**config.mk**
```make
export PLATFORM = sky130hd
export DESIGN_NAME = mdo_output_stage
export DESIGN_NICKNAME = d
export VERILOG_FILES = /design/src/rtl/mdo_pkg.sv /design/src/rtl/mdo_output_stage.sv /design/src/rtl/mdo_delay_stage.sv
export SDC_FILE = /design/constraint.sdc
export NUM_CORES = 1
export LEC_CHECK = 0
export BUFFER_PORTS_ARGS = -buffer_cell sky130_fd_sc_hd__buf_2
export CORE_AREA = 4 4 220 222
export CTS_BUF_LIST = sky130_fd_sc_hd__clkbuf_4 sky130_fd_sc_hd__clkbuf_8
export DETAILED_ROUTE_END_ITERATION = 8
export DIE_AREA = 0 0 224 226
export PLACE_DENSITY = 0.79
export SYNTH_ARGS = -nofsm -noshare
export SYNTH_HDL_FRONTEND = slang
export SYNTH_SLANG_ARGS = --single-unit
export TNS_END_PERCENT = 50
```
**constraint.sdc**
```tcl
create_clock -name sys_clk -period 3.44 [get_ports sys_clk]
set_input_delay 0.516 -clock sys_clk [delete_from_list [all_inputs] [get_ports sys_clk]]
set_output_delay 0.516 -clock sys_clk [all_outputs]
set_load 0.005 [all_outputs]
```
**src/rtl/mdo_pkg.sv**
```systemverilog
// package: constants, field layouts and carrier types of the macrocell output stage
package mdo_pkg;

    localparam int          NUM_CH        = 9;
    localparam int          DLY_W         = 13;
    // max delay 500 ms; timebase tick every 100 us
    localparam int          MAX_DLY_MS    = 500;
    localparam int          TICK_US       = 100;
    localparam int          CLK_MHZ       = 10;
    localparam int          TICK_CYC      = TICK_US * CLK_MHZ;
    localparam logic [12:0] MAX_DLY_TICKS = 13'(MAX_DLY_MS * 1000 / TICK_US);
    localparam logic [12:0] DLY_RST       = 13'h0000;
    localparam int          PRESC_W       = 10;

    // wishbone register map, one channel per 16-byte stride
    localparam logic [7:0]  OFS_CH_BASE   = 8'h00;
    localparam logic [7:0]  OFS_CTRL      = 8'h00;
    localparam logic [7:0]  OFS_DLY_RISE  = 8'h04;
    localparam logic [7:0]  OFS_DLY_FALL  = 8'h08;
    localparam logic [7:0]  OFS_STATUS    = 8'h0c;
    localparam logic [7:0]  OFS_DRV_LVL   = 8'h90;
    localparam logic [7:0]  OFS_SRC_MASK  = 8'h94;

    // ctrl field positions
    localparam int          CTRL_SRC_LSB  = 0;
    localparam int          CTRL_INV_BIT  = 2;
    localparam int          CTRL_LVL_BIT  = 3;
    localparam logic [1:0]  SRC_RST       = 2'h0;

    typedef enum logic [1:0] {
        SRC_OFF   = 2'h0,
        SRC_LOGIC = 2'h1,
        SRC_HOST  = 2'h2,
        SRC_CLOCK = 2'h3
    } mdo_src_type;

    typedef struct packed {
        logic [1:0]  src;
        logic        inv;
        logic        lvl;
        logic [12:0] rise;
        logic [12:0] fall;
    } mdo_cfg_type;

    typedef struct packed {
        logic        state;
        logic [12:0] cnt;
    } mdo_dly_type;

    typedef struct packed {
        logic [31:0] dat;
        logic        ack;
    } mdo_wb_rsp_type;

endpackage

```
**src/rtl/mdo_output_stage.sv**
```systemverilog
// macrocell output stage: or, delay, polarity and driver source select for nine channels
//
// The implementer's own choices: the placing of the registers and the Wishbone interface to the registers.
`timescale 1ns/1ps
module mdo_output_stage #(
    parameter int NCH = mdo_pkg::NUM_CH
) (
    input  wire logic                  sys_clk,
    input  wire logic                  nrst,
    input  wire logic [NCH-1:0]        func_a,
    input  wire logic [NCH-1:0]        func_b,
    input  wire logic                  wb_cyc_i,
    input  wire logic                  wb_stb_i,
    input  wire logic                  wb_we_i,
    input  wire logic [7:0]            wb_adr_i,
    input  wire logic [31:0]           wb_dat_i,
    input  wire logic [3:0]            wb_sel_i,
    output logic [31:0]                wb_dat_o,
    output logic                       wb_ack_o,
    output logic [NCH-1:0]             drv_out,
    output logic [NCH-1:0]             drv_oe,
    output logic [NCH-1:0]             pulldown_en,
    output logic [NCH-1:0]             fb_to_cell,
    output logic                       timebase_clk
);
    typedef struct packed {
        mdo_pkg::mdo_cfg_type [NCH-1:0] cfg;
        logic [mdo_pkg::PRESC_W-1:0]    presc;
        logic                           tb;
        logic                           tick;
        logic [NCH-1:0]                 out;
        logic [NCH-1:0]                 oe;
        logic [NCH-1:0]                 pd;
        logic [NCH-1:0]                 fb;
        mdo_pkg::mdo_wb_rsp_type        wb;
    } mdo_state_type;

    mdo_state_type  st_ff;
    mdo_state_type  nxt_st;
    logic [NCH-1:0] ored;
    logic [NCH-1:0] delayed;
    logic [NCH-1:0] polar;
    logic [NCH-1:0] fb_masked;

    function automatic logic [12:0] clamp_dly(input logic [31:0] v);
        clamp_dly = (v[12:0] > mdo_pkg::MAX_DLY_TICKS || v[31:13] != '0)
                  ? mdo_pkg::MAX_DLY_TICKS : v[12:0];
    endfunction

    function automatic logic [3:0] chan_of(input logic [7:0] a);
        chan_of = a[7:4];
    endfunction

    ////////////////////////////////////////////////////////////////////////////
    genvar g;
    generate
        for (g = 0; g < NCH; g++) begin : g_ch
            assign ored[g] = func_a[g] | func_b[g];
            mdo_delay_stage u_dly (
                .sys_clk    (sys_clk),
                .nrst       (nrst),
                .tick       (st_ff.tick),
                .din        (ored[g]),
                .rise_ticks (st_ff.cfg[g].rise),
                .fall_ticks (st_ff.cfg[g].fall),
                .dout       (delayed[g])
            );
            assign polar[g]     = delayed[g] ^ st_ff.cfg[g].inv;
            // own bit left to consumer
            // limitation: the vector reaches every cell unmasked; each consumer
            // must drop its own bit, so cell g never samples fb_masked[g]
            assign fb_masked[g] = delayed[g];
        end
    endgenerate

    ////////////////////////////////////////////////////////////////////////////
    always_comb begin
        logic [3:0]  ch;
        logic        hit;
        logic [31:0] rd;
        nxt_st = st_ff;
        ch     = chan_of(wb_adr_i);
        hit    = 1'b0;
        rd     = 32'h0000_0000;

        // timebase: a tick paces delays; the clock pin toggles at the tick rate
        // one shared prescaler: all stages tick together, so a hold-off
        // may end up to one tick early, traded for a single counter
        if (32'(st_ff.presc) == mdo_pkg::TICK_CYC - 1) begin
            nxt_st.presc = '0;
            nxt_st.tick  = 1'b1;
            nxt_st.tb    = ~st_ff.tb;
        end else begin
            nxt_st.presc = st_ff.presc + 1'b1;
            nxt_st.tick  = 1'b0;
        end

        // wishbone classic: one-cycle ack, dropped in the next cycle
        // ack gated by its own flag so a held strobe is not served twice
        nxt_st.wb.ack = 1'b0;
        if (wb_cyc_i && wb_stb_i && !st_ff.wb.ack) begin
            nxt_st.wb.ack = 1'b1;
            if (wb_adr_i < mdo_pkg::OFS_DRV_LVL && 32'(ch) < NCH) begin
                hit = 1'b1;
                unique case (wb_adr_i[3:0])
                    mdo_pkg::OFS_CTRL[3:0]: begin
                        rd[3:0] = {st_ff.cfg[ch].lvl, st_ff.cfg[ch].inv, st_ff.cfg[ch].src};
                        if (wb_we_i && wb_sel_i[0]) begin
                            nxt_st.cfg[ch].src = wb_dat_i[mdo_pkg::CTRL_SRC_LSB +: 2];
                            nxt_st.cfg[ch].inv = wb_dat_i[mdo_pkg::CTRL_INV_BIT];
                            nxt_st.cfg[ch].lvl = wb_dat_i[mdo_pkg::CTRL_LVL_BIT];
                        end
                    end
                    mdo_pkg::OFS_DLY_RISE[3:0]: begin
                        rd[12:0] = st_ff.cfg[ch].rise;
                        // both low lanes needed: half a count would arm a wrong hold-off
                        // rise delay write
                        if (wb_we_i && wb_sel_i[1:0] == 2'h3) begin
                            nxt_st.cfg[ch].rise = clamp_dly(wb_dat_i);
                        end
                    end
                    mdo_pkg::OFS_DLY_FALL[3:0]: begin
                        rd[12:0] = st_ff.cfg[ch].fall;
                        // a rewrite mid-count applies at once to the pending edge
                        // fall delay write
                        if (wb_we_i && wb_sel_i[1:0] == 2'h3) begin
                            nxt_st.cfg[ch].fall = clamp_dly(wb_dat_i);
                        end
                    end
                    // status: pin level, delayed result, or input
                    mdo_pkg::OFS_STATUS[3:0]: begin
                        rd[2:0] = {st_ff.out[ch], delayed[ch], ored[ch]};
                    end
                    default: begin
                        hit = 1'b0;
                    end
                endcase
            end else if (wb_adr_i == mdo_pkg::OFS_DRV_LVL) begin
                rd[NCH-1:0] = st_ff.out;
            end else if (wb_adr_i == mdo_pkg::OFS_SRC_MASK) begin
                rd[NCH-1:0] = st_ff.fb;
            end
        end
        // unmapped reads return zero, writes dropped
        nxt_st.wb.dat = hit || wb_adr_i == mdo_pkg::OFS_DRV_LVL
                      || wb_adr_i == mdo_pkg::OFS_SRC_MASK ? rd : 32'h0000_0000;

        // inversion touches the logic source only; host level and clock
        // reach the pin exactly as written or generated
        for (int i = 0; i < NCH; i++) begin
            unique case (mdo_pkg::mdo_src_type'(st_ff.cfg[i].src))
                mdo_pkg::SRC_LOGIC: begin
                    nxt_st.out[i] = polar[i];
                    nxt_st.oe[i]  = 1'b1;
                    nxt_st.pd[i]  = 1'b0;
                end
                mdo_pkg::SRC_HOST: begin
                    nxt_st.out[i] = st_ff.cfg[i].lvl;
                    nxt_st.oe[i]  = 1'b1;
                    nxt_st.pd[i]  = 1'b0;
                end
                mdo_pkg::SRC_CLOCK: begin
                    nxt_st.out[i] = st_ff.tb;
                    nxt_st.oe[i]  = 1'b1;
                    nxt_st.pd[i]  = 1'b0;
                end
                mdo_pkg::SRC_OFF: begin
                    nxt_st.out[i] = 1'b0;
                    nxt_st.oe[i]  = 1'b0;
                    nxt_st.pd[i]  = 1'b1;
                end
            endcase
        end
        nxt_st.fb = fb_masked;
    end

    ////////////////////////////////////////////////////////////////////////////
    always_ff @(posedge sys_clk or negedge nrst) begin
        if (!nrst) begin
            st_ff.cfg   <= '0;
            st_ff.presc <= '0;
            st_ff.tb    <= 1'b0;
            st_ff.tick  <= 1'b0;
            st_ff.out   <= '0;
            st_ff.oe    <= '0;
            // pins pulled down until a source is chosen
            st_ff.pd    <= '1;
            st_ff.fb    <= '0;
            st_ff.wb    <= '0;
        end else begin
            st_ff <= nxt_st;
        end
    end

    // every output straight from the state register
    assign wb_dat_o     = st_ff.wb.dat;
    assign wb_ack_o     = st_ff.wb.ack;
    assign drv_out      = st_ff.out;
    assign drv_oe       = st_ff.oe;
    assign pulldown_en  = st_ff.pd;
    assign fb_to_cell   = st_ff.fb;
    assign timebase_clk = st_ff.tb;
endmodule

```
**src/rtl/mdo_delay_stage.sv**
```systemverilog
// programmable_delay_stage: separate rise and fall hold-off counted in timebase ticks
`timescale 1ns/1ps
module mdo_delay_stage (
    input  wire logic                  sys_clk,
    input  wire logic                  nrst,
    input  wire logic                  tick,
    input  wire logic                  din,
    input  wire logic [12:0]           rise_ticks,
    input  wire logic [12:0]           fall_ticks,
    output logic                       dout
);
    mdo_pkg::mdo_dly_type st_ff;
    mdo_pkg::mdo_dly_type nxt_st;
    logic [12:0]          target;

    always_comb begin
        nxt_st = st_ff;
        target = din ? rise_ticks : fall_ticks;
        if (din == st_ff.state) begin
            nxt_st.cnt = 13'h0000;
        end else if (target == 13'h0000 || (tick && st_ff.cnt + 13'h0001 >= target)) begin
            nxt_st.state = din;
            nxt_st.cnt   = 13'h0000;
        end else if (tick) begin
            nxt_st.cnt = st_ff.cnt + 13'h0001;
        end
    end

    always_ff @(posedge sys_clk or negedge nrst) begin
        if (!nrst) begin
            st_ff <= '0;
        end else begin
            st_ff <= nxt_st;
        end
    end

    assign dout = st_ff.state;
endmodule

```
==> Yosys cells after proc, flatten, opt, wreduce, memory -nomap -nowiden <==
Cells that the tools add are included.
{ "classes": {"bitwise": 28, "eq_ne": 46, "addsub": 10, "n_div": 0, "n_mux": 106, "multipliers": 0, "n_shift": 0, "order_cmp": 14, "reduce_logical": 78} }
{ "ops": {"columns": ["op", "n"], "rows": [
  ["$bwmux W270", 5],
  ["$mux W270", 3],
  ["$pmux W270 S3", 1],
  ["$demux W30 S4", 5],
  ["$mux W13", 40],
  ["$bmux W30 S4", 1],
  ["$add A13 B1 Y13 const B", 9],
  ["$ge A13 B13 Y1", 9],
  ["$logic_not A13 Y1", 9],
  ["$mux W30", 2],
  ["$eq A2 B2 Y1 const B", 19],
  ["$pmux W1 S2", 18],
  ["$pmux W1 S4", 9],
  ["$reduce_bool A3 Y1", 10],
  ["$mux W28", 1],
  ["$mux W27", 1],
  ["$mux W9", 3],
  ["$reduce_or A3 Y1", 9],
  ["$mux W26", 1],
  ["$reduce_bool A19 Y1", 1],
  ["$eq A2 B1 Y1 const B", 9],
  ["$logic_not A2 Y1", 9],
  ["$pmux W9 S2", 1],
  ["$reduce_and A2 Y1", 9],
  ["27 further kinds", 98]
]} }
{ "totals": {"ramBits": 0, "out_inout_bits": 70, "mem_bits_ro": 0, "wordCells": 354, "regBits": 458, "memories": 0, "latchBits": 0} }

==> Depth between registers and ports, before layout <==
{ "logic_depth": {"ltp_word": 9, "mapped_depth": 14, "ltp_nobuf": 13} }

==> Hierarchy <==
Synthesis repeated with hierarchy kept, for this count alone.
{ "unflattened": {"hier_cells": 2767, "area_unflattened_um2": 27470.1} }
{ "modules_own_cells": {"columns": ["mod", "cells_per_inst", "seq_area_each_um2", "area_each_um2", "instances"], "rows": [
  ["mdo_output_stage", 1390, 8319.2, 15623.7, 1],
  ["mdo_delay_stage", 153, 350.3, 1316.3, 9]
]} }

==> Worst setup path after synthesis <==
Ideal clock, no wire load.
{ "synth_path": {"path_kind": "input to register", "startpoint": "in func_b[0]", "endpoint": "reg g_ch[0].u_dly.st_ff[11] (netlist name)", "n_path_buf": 2, "arrival_ns": 3.343, "required_time_ns": 3.362, "stages": 10, "setup_slack_ns": 0.019, "setup_ns": 0.078, "cell_sequence": "nor2_1 clkbuf_1 mux2i_1 ha_1 a2111oi_0 o211ai_1 a31oi_1 clkbuf_1 o21ai_0 a21oi_1"} }
{ "synth_between": {"elab_chain_cells": 7, "elab_cells_between_ends": 10, "cone_classes": "order compare (1); eq/ne (1); mux (3); bitwise (1); reduce/logical (4)"} }
{ "synth_rtl": {"columns": ["element", "line", "source"], "rows": [
  ["start, declared", "mdo_output_stage.sv:11", "input wire logic [NCH-1:0] func_b,"],
  ["$or A1 B1 Y1 (*)", "mdo_output_stage.sv:58", "assign ored[g] = func_a[g] | func_b[g];"],
  ["$mux W13", "mdo_delay_stage.sv:18", "target = din ? rise_ticks : fall_ticks;"],
  ["$ge A13 B13 Y1", "mdo_delay_stage.sv:21", "end else if (target == 13'h0000 || (tick && st_ff.cnt + 13'h0001 >= target)) begin"],
  ["$logic_and A1 B1 Y1", "mdo_delay_stage.sv:21", null],
  ["$logic_or A1 B1 Y1", "mdo_delay_stage.sv:21", null],
  ["$mux W13", "mdo_delay_stage.sv:21", null],
  ["$mux W13", "mdo_delay_stage.sv:19", "if (din == st_ff.state) begin"],
  ["end signal, assigned", "mdo_delay_stage.sv:33", "st_ff <= nxt_st;"],
  ["end, declared", "mdo_delay_stage.sv:12", "mdo_pkg::mdo_dly_type st_ff;"]
]} }
Every way passes the cells marked *; elsewhere a longest branch is shown, timed or not.
A chain may end at the register's enable or synchronous reset.

==> Worst setup path after layout <==
{ "layout_path": {"startpoint": "reg g_ch[2].u_dly.st_ff[0] (netlist name)", "endpoint": "reg g_ch[2].u_dly.st_ff[11] (netlist name)"} }
{ "layout_between": {"elab_chain_cells": 6, "elab_cells_between_ends": 8, "cone_classes": "add/sub (1); order compare (1); mux (3); reduce/logical (3)"} }
{ "layout_rtl": {"columns": ["element", "line"], "rows": [
  ["start, declared", "mdo_delay_stage.sv:12"],
  ["start signal, assigned", "mdo_delay_stage.sv:33"],
  ["$add A13 B1 Y13 (*)", "mdo_delay_stage.sv:21, mdo_delay_stage.sv:25"],
  ["$ge A13 B13 Y1", "mdo_delay_stage.sv:21"],
  ["$logic_and A1 B1 Y1", "mdo_delay_stage.sv:21"],
  ["$logic_or A1 B1 Y1", "mdo_delay_stage.sv:21"],
  ["$mux W13", "mdo_delay_stage.sv:21"],
  ["$mux W13", "mdo_delay_stage.sv:19"]
]} }
Every way passes the cells marked *; elsewhere a longest branch is shown, timed or not. The select of a mux whose other input is x is not followed.

==> run metrics <==
startpoint types=register; Worst-Skew Late Latency=0.67 ns; H-tree depth=3; Clock Power Share=46.8%; share of the synthesized area in the top cell type=41.9%; Syn. warnings=0; leading area contributor after synthesis=dfrtp_1; Starting Density=57.8%; floorplan row count=79; largest net degree at the start of global routing=85; GRT overflow=0; total track usage=31.8%; status=finished clean; Routed WL per cell=23.2 µm; fin crit period=3.21 ns; grt peak-use layer=met2; Primary FF master, synth=dfrtp_1; VDD IR max=0.323 mV; commonest non-fill, non-tap cell in the layout=dfrtp_1; Gate Count Post-Synth=2715; dpl ws=-0.0296 ns; final setup vio count=0; CP max FO=9; Clock transition at path regs=0.06 ns; Core ar.=46400 µm²; Die X=224 µm; met3 usage=8.59%; CTS tree=yes; GPL Wtd Cong=0.993; die height=226 µm; Hold Path Depth=2; f_max=311 MHz; M2 GR Usage=49.4%; Slew Viols, Final=0; Area contributors post-synth=dfrtp_1 42%, nand2_1 6.2%, ha_1 5.9%, o21ai_0 5.6%, mux4_2 5.4%; relative slew slack=12.2%; Unique masters post-synth=83; Cell Pwr Density=390 nW/µm²; Psw=2790 µW; max cap viols=0; antenna violations before repair=3; number of port buffers=115; post-synthesis instance area=26800 µm²; Routed WL=81.0 mm; Final Hold Viols=0; crit end category=register; 1st-pass router iterations=6; critical path type=register to register; clock sink count=458; nets@finish=3017; worst clock skew=0.0374 ns; drt first-iter violations=2453; layout cells sized above 1=19.4%; Final Total Pwr=11600 µW; Mean Syn Cell Area=9.87 µm²; DRC errors left=0; I/O Pins=137; vias per cell=6.44; Sw Share=24.0%; fraction of registers with async set/reset=100%; Area growth syn-to-layout=11.1%; vias in the first global route=22.4k; RSZ-0062 raised after global routing=no; GR Util met1=41.7%; combinational group share of total power=6.1%; number of flops mapped to enable cells by yosys=0; Via Count=22.5k; worst setup margin=0.227 ns; setup tns final=0 ns; Worst Path Required=4.02 ns; Final HPWL DP=60.0 mm; first-pass GRT wire length=126 mm; TritonCTS buffer count=79; Internal Power=8810 µW; register area share after synthesis=42.8%; Static Leak=0.0135 µW; R2R depth=11; share of power burned in registers=47.2%; #FFs+latches synth=458; min-delay worst type=input port to register; Slew @ Worst Pin=1.31 ns; period utilisation layout=93.4%; WP data arrival=3.79 ns; clk root buf=clkbuf_8; die area=50600 µm²; CTS Buffer Depth=3; post-route ant nets=0; commonest cells after routing, fill and taps aside=445 x dfrtp_1, 441 x nand2_1, 302 x o21ai_0
-- what timing repair did --
action,4_1_cts,5_1_grt
setup endpoints to repair,9,50
pin swaps,0,3
hold buffers,1,0
setup buffers,0,2
resized for setup,1,14
endpoints found under the hold margin,65,0
-- per-layer routing --
layer  part of all wire [%]  up-vias
met5                  0.014        -
met4                    5.2        2
met3                    9.9      263
met2                     45     1134
met1                     40    11100
li1                       -    10000
-- synthesized netlist by cell type (10+ instances only) --
cell type  instances
xnor2_1           76
dfrtp_1          449
buf_4             68
inv_1             50
and3_1            31
or4_1             14
mux2i_1          130
or2_2             15
o22ai_1           14
o31ai_1           10
buf_2             15
nor3_1            55
mux4_2            64
a22o_1            64
mux2_2            55
a21oi_1           88
o21ai_0          302
nor2_1           107
nand3_1           80
nand2_1          441
ha_1             127
a31oi_1           18
xor2_1            43
clkbuf_1         107
nand4_1           27
nor4_1            45
-- path summary, 6_finish.rpt --
check                                       start                      end  slack [ns]
min reg2reg                    g_ch[4].u_dly.dout            fb_to_cell[4]        0.48
min                                      wb_cyc_i                 wb_ack_o        0.28
max in group asynchronous                    nrst   g_ch[3].u_dly.st_ff[9]        2.10
max                        g_ch[2].u_dly.st_ff[0]  g_ch[2].u_dly.st_ff[11]        0.23
min in group asynchronous                    nrst                drv_oe[0]        0.43
max reg2reg                g_ch[2].u_dly.st_ff[0]  g_ch[2].u_dly.st_ff[11]        0.23
-- cell families (layout without fill, tap and decap cells) --
logic type               after synthesis  count (layout)  synth area share (%)
adder cells (fa/ha/maj)              128             128                  5.97
AO/OA/AOI/OAI                        608             608                  14.2
XOR/XNOR                             119             119                  3.89
multiplexers                         251             251                  12.7
buffers and inverters                257             406                  4.74
other                                  1              21                0.0140
flip-flops                           458             458                  42.8
AND/OR/NAND/NOR                      893             893                  15.7
-- power by group through the flow --
stage               Combinational [µW]  Sequential [µW]  Clock (µW)
CTS                                702             5470        5470
global route                       765             5470        5730
detailed placement                 697             5560           0
global placement                   680             5560           0
floorplan                          408             5540           0
finish                             707             5470        5420
-- per-stage QoR --
step,std cells,util [%],hold WS (ns),cell area [µm²]
6_report,3491,64.2,0.279,29800
5_1_grt,3490,64.2,0.241,29800
4_1_cts,3487,64.1,0.226,29700
3_5_place_dp,3346,60.3,0.467,28000
3_3_place_gp,3346,60.3,0.457,28000
2_1_floorplan,2733,-,0.220,26900
-- worst max-delay path, stage by stage, from the launching register on --
cell and delay, ns:
dfrtp_1 0.43, ha_1 0.25, nand3_1 0.15, or4_1 0.58
nor2_1 0.16, xor2_1 0.21, ha_1 0.27, a21oi_1 0.16
o21ai_0 0.13, a21oi_1 0.19, and3_1 0.40, a22o_1 0.21
-- area by class of cell --
class / count / area, µm²
clock buffers: 124 / 1540
flip-flops and latches: 458 / 11500
clock inverters: 16 / 189
inverters: 52 / 195
well taps: 607 / 759
multi-input cells: 2018 / 14200
diodes: 2 / 5.00
repair buffers: 214 / 1440
fillers: 3635 / 16600
No activity file was read; power rests on OpenSTA's default activity.
